==> config.mk <==
export PLATFORM = sky130hd
export DESIGN_NAME = external_irq_sensitivity_ctrl
export DESIGN_NICKNAME = d
export VERILOG_FILES = /design/src/ext_irq_pkg.sv /design/src/external_irq_sensitivity_ctrl.sv
export SDC_FILE = /design/constraint.sdc
export NUM_CORES = 1
export LEC_CHECK = 0
export BUFFER_PORTS_ARGS = -buffer_cell sky130_fd_sc_hd__buf_2
export CORE_ASPECT_RATIO = 0.6
export CORE_MARGIN = 10
export CORE_UTILIZATION = 25
export DETAILED_ROUTE_END_ITERATION = 12
export SLEW_MARGIN = 25
export SYNTH_ARGS = -nofsm -noshare
export SYNTH_HDL_FRONTEND = slang
export SYNTH_SLANG_ARGS = --single-unit
==> constraint.sdc <==
create_clock -name clk_i -period 4.3 [get_ports clk_i]
set_input_delay 0.86 -clock clk_i [delete_from_list [all_inputs] [get_ports clk_i]]
set_output_delay 0.86 -clock clk_i [all_outputs]
set_load 0.02 [all_outputs]
==> src/ext_irq_pkg.sv <==
package ext_irq_pkg;

  localparam int        ADDR_W          = 8;
  localparam int        DATA_W          = 32;
  localparam int        NUM_LINES       = 5;

  localparam logic [7:0] SENSE_CTRL_OFS = 8'h28;
  localparam logic [7:0] STATUS_OFS     = 8'h2c;
  localparam logic [7:0] MASK_OFS       = 8'h30;

  localparam logic [7:0] SENSE_CTRL_RST = 8'h00;
  localparam logic [4:0] STATUS_RST     = 5'h00;
  localparam logic [4:0] MASK_RST       = 5'h00;

  localparam int PORTB_FIELD_HI   = 7;
  localparam int PORTB_FIELD_LO   = 6;
  localparam int PORTB_INV_BIT    = 5;
  localparam int PORTA_FIELD_HI   = 4;
  localparam int PORTA_FIELD_LO   = 3;
  localparam int PORTA_INV_BIT    = 2;
  localparam int TOP_EDGE_BIT     = 1;
  localparam int TOP_ENABLE_BIT   = 0;

  localparam int LINE_PORTA_LOW   = 0;
  localparam int LINE_PORTF_LOW   = 1;
  localparam int LINE_PORTB_LOW   = 2;
  localparam int LINE_PORTB_HIGH  = 3;
  localparam int LINE_TOP         = 4;

  localparam logic [1:0] MODE_EDGE_LEVEL = 2'h0;
  localparam logic [1:0] MODE_RISE       = 2'h1;
  localparam logic [1:0] MODE_FALL       = 2'h2;
  localparam logic [1:0] MODE_BOTH       = 2'h3;

  localparam logic [1:0] LEVEL_MASKED    = 2'h3;

endpackage : ext_irq_pkg

==> src/external_irq_sensitivity_ctrl.sv <==
`timescale 1ns/1ps
`default_nettype none

module external_irq_sensitivity_ctrl
  import ext_irq_pkg::*;
#(
  parameter int SYNC_STAGES = 2
)
(
  input  wire logic                clk_i,
  input  wire logic                rst_i,
  input  wire logic                wb_cyc_i,
  input  wire logic                wb_stb_i,
  input  wire logic                wb_we_i,
  input  wire logic [ADDR_W-1:0]   wb_adr_i,
  input  wire logic [3:0]          wb_sel_i,
  input  wire logic [DATA_W-1:0]   wb_dat_i,
  output logic      [DATA_W-1:0]   wb_dat_o,
  output logic                     wb_ack_o,
  input  wire logic                ext_line_porta_low_i,
  input  wire logic                ext_line_portf_low_i,
  input  wire logic                ext_line_portb_low_i,
  input  wire logic                ext_line_portb_high_i,
  input  wire logic                top_level_irq_i,
  input  wire logic                irq_level_bit_hi_i,
  input  wire logic                irq_level_bit_lo_i,
  output logic                     irq_o
);

  logic [7:0]            ext_irq_sense_control;
  logic [7:0]            next_ext_irq_sense_control;
  logic [4:0]            status;
  logic [4:0]            next_status;
  logic [4:0]            mask;
  logic [4:0]            next_mask;
  logic                  next_ack;
  logic [DATA_W-1:0]     next_dat;
  logic                  next_irq;

  logic [NUM_LINES-1:0]  pins;
  logic [NUM_LINES-1:0]  sync      [SYNC_STAGES];
  logic [NUM_LINES-1:0]  next_sync [SYNC_STAGES];
  logic [NUM_LINES-1:0]  prev;
  logic [NUM_LINES-1:0]  next_prev;
  logic [NUM_LINES-1:0]  event_hit;
  logic [1:0]            line_mode [NUM_LINES-1:0];
  logic [NUM_LINES-1:0]  line_inv;

  logic                  bus_req;
  logic                  wr_ctrl;
  logic                  wr_status;
  logic                  wr_mask;
  logic                  level3;
  logic                  group_changed;

  assign pins = {top_level_irq_i, ext_line_portb_high_i,
                 ext_line_portb_low_i, ext_line_portf_low_i,
                 ext_line_porta_low_i};

  // per-line mode and inversion selection
  always_comb
  begin
    line_mode[LINE_PORTB_LOW]  = ext_irq_sense_control[PORTB_FIELD_HI:
                                                        PORTB_FIELD_LO];
    line_mode[LINE_PORTB_HIGH] = ext_irq_sense_control[PORTB_FIELD_HI:
                                                        PORTB_FIELD_LO];
    line_mode[LINE_PORTA_LOW]  = ext_irq_sense_control[PORTA_FIELD_HI:
                                                        PORTA_FIELD_LO];
    line_mode[LINE_PORTF_LOW]  = ext_irq_sense_control[PORTA_FIELD_HI:
                                                        PORTA_FIELD_LO];
    line_mode[LINE_TOP]        = ext_irq_sense_control[TOP_EDGE_BIT] ?
                                 MODE_RISE : MODE_FALL;
    line_inv[LINE_PORTB_LOW]   = ext_irq_sense_control[PORTB_INV_BIT];
    line_inv[LINE_PORTB_HIGH]  = 1'b0;
    line_inv[LINE_PORTA_LOW]   = ext_irq_sense_control[PORTA_INV_BIT];
    line_inv[LINE_PORTF_LOW]   = 1'b0;
    line_inv[LINE_TOP]         = 1'b0;
  end

  // synchroniser chain and previous sample
  always_comb
  begin
    next_sync[0] = pins;
    for (int s = 1; s < SYNC_STAGES; s++)
    begin
      next_sync[s] = sync[s-1];
    end
    next_prev = sync[SYNC_STAGES-1];
  end

  always_ff @(posedge clk_i)
  begin
    if (rst_i)
    begin
      sync <= '{default: '1};
      prev <= '1;
    end
    else
    begin
      sync <= next_sync;
      prev <= next_prev;
    end
  end

  // edge and level detector per line
  genvar g;
  generate
    for (g = 0; g < NUM_LINES; g++)
    begin : g_line
      logic cur_s;
      logic prev_s;
      logic rise_s;
      logic fall_s;

      always_comb
      begin
        cur_s  = sync[SYNC_STAGES-1][g] ^ line_inv[g];
        prev_s = prev[g] ^ line_inv[g];
        rise_s = ~prev_s & cur_s;
        fall_s = prev_s & ~cur_s;
        case (line_mode[g])
          MODE_EDGE_LEVEL: event_hit[g] = fall_s | ~cur_s;
          MODE_RISE:       event_hit[g] = rise_s;
          MODE_FALL:       event_hit[g] = fall_s;
          MODE_BOTH:       event_hit[g] = rise_s | fall_s;
          default:         event_hit[g] = 1'b0;
        endcase
      end
    end
  endgenerate

  // bus decode
  always_comb
  begin
    bus_req   = wb_cyc_i & wb_stb_i & ~wb_ack_o;
    wr_ctrl   = bus_req & wb_we_i & wb_sel_i[0] &
                (wb_adr_i[ADDR_W-1:2] == SENSE_CTRL_OFS[ADDR_W-1:2]);
    wr_status = bus_req & wb_we_i & wb_sel_i[0] &
                (wb_adr_i[ADDR_W-1:2] == STATUS_OFS[ADDR_W-1:2]);
    wr_mask   = bus_req & wb_we_i & wb_sel_i[0] &
                (wb_adr_i[ADDR_W-1:2] == MASK_OFS[ADDR_W-1:2]);
    level3    = ({irq_level_bit_hi_i, irq_level_bit_lo_i} == LEVEL_MASKED);
  end

  // control next value
  always_comb
  begin
    next_ext_irq_sense_control = ext_irq_sense_control;
    group_changed              = 1'b0;
    if (wr_ctrl)
    begin
      if (level3)
      begin
        next_ext_irq_sense_control[7:2] = wb_dat_i[7:2];
      end
      if (!ext_irq_sense_control[TOP_ENABLE_BIT])
      begin
        next_ext_irq_sense_control[TOP_EDGE_BIT] =
          wb_dat_i[TOP_EDGE_BIT];
      end
      next_ext_irq_sense_control[TOP_ENABLE_BIT] =
        wb_dat_i[TOP_ENABLE_BIT];
      group_changed = level3 &
        (wb_dat_i[7:2] != ext_irq_sense_control[7:2]);
    end
  end

  always_ff @(posedge clk_i)
  begin
    if (rst_i)
    begin
      ext_irq_sense_control <= SENSE_CTRL_RST;
    end
    else
    begin
      ext_irq_sense_control <= next_ext_irq_sense_control;
    end
  end

  // mask next value
  always_comb
  begin
    next_mask = mask;
    if (wr_mask)
    begin
      next_mask = wb_dat_i[4:0];
    end
  end

  always_ff @(posedge clk_i)
  begin
    if (rst_i)
    begin
      mask <= MASK_RST;
    end
    else
    begin
      mask <= next_mask;
    end
  end

  // sticky status, a new event wins over a clear
  always_comb
  begin
    next_status = status;
    if (wr_status)
    begin
      next_status = next_status & ~wb_dat_i[4:0];
    end
    if (group_changed)
    begin
      next_status[3:0] = 4'h0;
    end
    next_status[3:0] = next_status[3:0] | event_hit[3:0];
    next_status[LINE_TOP] = next_status[LINE_TOP] |
      (event_hit[LINE_TOP] & ext_irq_sense_control[TOP_ENABLE_BIT]);
  end

  always_ff @(posedge clk_i)
  begin
    if (rst_i)
    begin
      status <= STATUS_RST;
    end
    else
    begin
      status <= next_status;
    end
  end

  // level interrupt from unmasked status
  always_comb
  begin
    next_irq = |(next_status & next_mask);
  end

  always_ff @(posedge clk_i)
  begin
    if (rst_i)
    begin
      irq_o <= 1'b0;
    end
    else
    begin
      irq_o <= next_irq;
    end
  end

  // read data and acknowledge
  always_comb
  begin
    next_ack = bus_req;
    next_dat = '0;
    if (bus_req && !wb_we_i)
    begin
      case (wb_adr_i[ADDR_W-1:2])
        SENSE_CTRL_OFS[ADDR_W-1:2]: next_dat[7:0] = ext_irq_sense_control;
        STATUS_OFS[ADDR_W-1:2]:     next_dat[4:0] = status;
        MASK_OFS[ADDR_W-1:2]:       next_dat[4:0] = mask;
        default:                    next_dat      = '0;
      endcase
    end
  end

  always_ff @(posedge clk_i)
  begin
    if (rst_i)
    begin
      wb_ack_o <= 1'b0;
    end
    else
    begin
      wb_ack_o <= next_ack;
    end
  end

  always_ff @(posedge clk_i)
  begin
    if (rst_i)
    begin
      wb_dat_o <= '0;
    end
    else
    begin
      wb_dat_o <= next_dat;
    end
  end

endmodule : external_irq_sensitivity_ctrl

`default_nettype wire

==> metrics <==
Fin Clk Skew=between 5 and 6 ps; # setup viols final=0; sequential power share=slightly below 50%; crit-path max FO=13; via density per instance=about 4.2; Layout area overhead=16.2%; # DRC=0; post-route setup TNS=0 ps; CTS Buf Count=5; # IOs=90; Seq/Total Area, Yosys=~42%; FF/Latch Area=about 860 µm²; first-pass GRT wire length=between 7 and 8 mm; Syn Inst Count=226; Post-synth EDFFs=0; max_cap viols=0; leakage=roughly 0.99 nW; Critical Path Max Stage Delay=approximately 710 ps; Reg2Reg Capture Point=irq_o; Avg WL per Cell=13.7 µm; Clock Tree Buf Depth=2; CORE AREA=about 8000 µm²; Final min period=~3100 ps; Synth area leaders=dfxtp_1, buf_4, or2_2, mux2_2, ha_1; VDD IR max=0.000107 V; CP endpoint kind=register; FF+latch count, synth=43; Inserted Diodes=0; die width=138 µm; Rows=25; mux cell area share after synthesis=just over 6%; Min-Delay Path Class=register to register; GPL Wtd Cong=0.806; largest net degree at the start of global routing=37; Hold Fails Final Rpt=0; largest family of logic cells by synthesized area=simple AND/OR/NAND/NOR gates; DP HPWL=roughly 3.9 mm; Area after DPL=approximately 2300 µm²; Post-Synth Simple-Gate Area=21.7%; Overflow after GRT=0; CP required=~4400 ps; cell family with most CP delay=simple AND/OR/NAND/NOR gates; mapped cell area=2070 µm²; RSZ-0062 raised after global routing=false; Die Y=around 91 µm; critical path type=input pin to register; Rel. slew slack=approximately three fifths; share of layout cells above drive strength 1=a little over a quarter; total die area=about 12,000 µm²; CTS tree=built; worst hold endpoint=next_prev[1]; async set-reset flop share out of synthesis=0%; Clock transition at path regs=60 ps; Reg-to-Reg Start=wb_ack_o; ANT nets after route=0; R2R setup slack=around 2200 ps; Gate power share=roughly 8%; Post CTS Setup Buffer Count=0; Sw Pwr=between 0.2 and 0.25 mW; Via Count=1,564; Port-buffer cells=36; synth warn=0; prevailing post-synth register cell=dfxtp_1; mean area per synthesized cell=between 9 and 10 µm²; post-synthesis compound-gate area fraction=a little over a tenth; HP Start=next_sync[1]; Final Cycle Share=72.6%; TritonCTS Sinks=43; CTS Hold Bufs=0; final wirelength=around 5.1 mm; Fillers=between 800 and 900; CTS H-tree lvls=2; crit path cell chain=buf_2, or4b_1, nor3b_4, and2_1, mux2_2, a22oi_1, a31oi_1; Yosys top cell area share=41.5%; Max Clk Rate=roughly 0.32 GHz; R2R depth=7; area leader, netlist=dfxtp_1; pin slew with the least headroom to its limit=604 ps; Root Driver=clkbuf_16; vias in the first global route=about 1,500; Switching Fraction=roughly a quarter; nets=between 300 and 400; Distinct cells, synth=approximately 40; Bufs and invs on worst path=1; final slew viol count=0; starting density of the core=26.0%; initial antenna violation count=0; hold_ws=between 400 and 500 ps; synthesized-area fraction occupied by adder cells=under 10%; Power Internal=0.645 mW; Final Cell Area=roughly 2400 µm²; GR Util All Layers=under 10%; outcome=finished, final reports clean; pwr/cell area=roughly 350 nW/µm²; post_cts resized=0; worst skew pair latency=~290 ps; first drt pass iteration count=4; clock power share=a little over two fifths; Slowest-stage cell, CP=or4b_1; drt initial violations=83; CP startpoint kind=input pin; WP data arrival=approximately 3300 ps; area of the multi-input gates=around 1000 µm²; WHS Path Cells=1; xor-xnor portion of the synthesized cell area=approximately 4.2%
## synthesized netlist by cell type (all sizes together) (6+ instances only)
| master | count |
|---|---|
| inv | 8 |
| a22oi | 6 |
| nor2 | 19 |
| mux2 | 7 |
| nand2 | 20 |
| or2 | 15 |
| nor2b | 7 |
| buf | 26 |
| o21ai | 6 |
| ha | 6 |
| a21oi | 8 |
| xnor2 | 8 |
| dfxtp | 43 |
| clkbuf | 6 |
## worst reg2reg max path: stages, from the launching register on
cell	delay (ps)
dfxtp_1	300
nand3b_1	260
nor2_1	150
buf_4	170
and2_1	310
mux2_2	380
a22oi_1	190
a31oi_1	150
## through the flow
| step | util, % | instances | worst slack, ps | power [mW] |
|---|---|---|---|---|
| 2_1_floorplan | - | 249 | 1530 | 0.481 |
| 3_3_place_gp | 28.5 | 363 | 877 | 0.486 |
| 6_report | 30.2 | 371 | 1180 | 0.849 |
| 4_1_cts | 30.2 | 371 | 1170 | 0.859 |
| 3_5_place_dp | 28.5 | 363 | 877 | 0.488 |
| 5_1_grt | 30.2 | 371 | 1010 | 0.881 |
## layout make-up
type / instances / area share (%)
multi-input cells: 166 / 43.6
flip-flops and latches: 43 / 35.8
repair buffers: 38 / 8.11
well taps: 108 / 5.61
clock buffers: 7 / 5.51
inverters: 8 / 1.25
clock inverters: 1 / 0.208
## power by group through the flow
stage	Clock (mW)	Sequential (mW)	Combinational, mW
finish	0.369	0.410	0.0700
global route	0.394	0.411	0.0766
CTS	0.380	0.410	0.0691
detailed placement	0	0.419	0.0688
global placement	0	0.419	0.0677
floorplan	0	0.418	0.0630
## cell families (layout without fill, tap and decap cells)
family / after synthesis / in the layout
simple gates: 81 / 81
flops: 43 / 43
buf+inv: 40 / 54
compound gates: 33 / 33
mux: 12 / 12
xor+xnor: 10 / 10
fa+ha+maj: 6 / 6
other cells: 1 / 24
## registers in the layout, summed over array words and instances, names as in the netlist
signal / flops
ext_irq_sense_control: 8
irq_o: 1
wb_dat_o: 8
prev: 5
next_sync: 5
wb_ack_o: 1
mask: 5
next_prev: 5
status: 5
## worst max-delay path by stage
stage | from | endpoint | slack (ps) | depth (start not counted)
CTS | wb_adr_i[2] | irq_o | 1170 | 7
detailed placement | wb_adr_i[2] | irq_o | 880 | 7
global route | wb_adr_i[2] | irq_o | 1010 | 7
finish | wb_adr_i[2] | irq_o | 1180 | 7
global placement | wb_adr_i[2] | irq_o | 880 | 7
floorplan | wb_adr_i[2] | irq_o | 1530 | 8
## routing by layer
layer  up-vias  part of all wire [%]  track usage [%]  routed length (µm)
met3         6                    10             3.67                 516
met5         -                     0                0                   0
li1        787                     -                -                   -
met1       723                    52             11.6                2660
met2        48                    36             9.98                1850
met4         0                   1.3             3.15                  66
## layout by cell type, fill, tap and decap left out, types with 2 or more instances in the layout
cell       count
a21oi_1        8
a22oi_1        6
a31oi_1        3
a41o_1         2
buf_2         36
buf_4          2
clkbuf_1       2
clkbuf_16      5
conb_1        24
dfxtp_1       43
ha_1           6
inv_1          8
mux2_2         7
mux2i_1        5
nand2_1       20
nand2b_1       2
nand4_1        5
nor2_1        19
nor2b_1        7
nor3_1         2
nor4_1         3
o21ai_0        4
o21ai_1        2
o22ai_1        2
or2_2         15
xnor2_1        8
xor2_1         2
(Power assumes the default switching activity.)
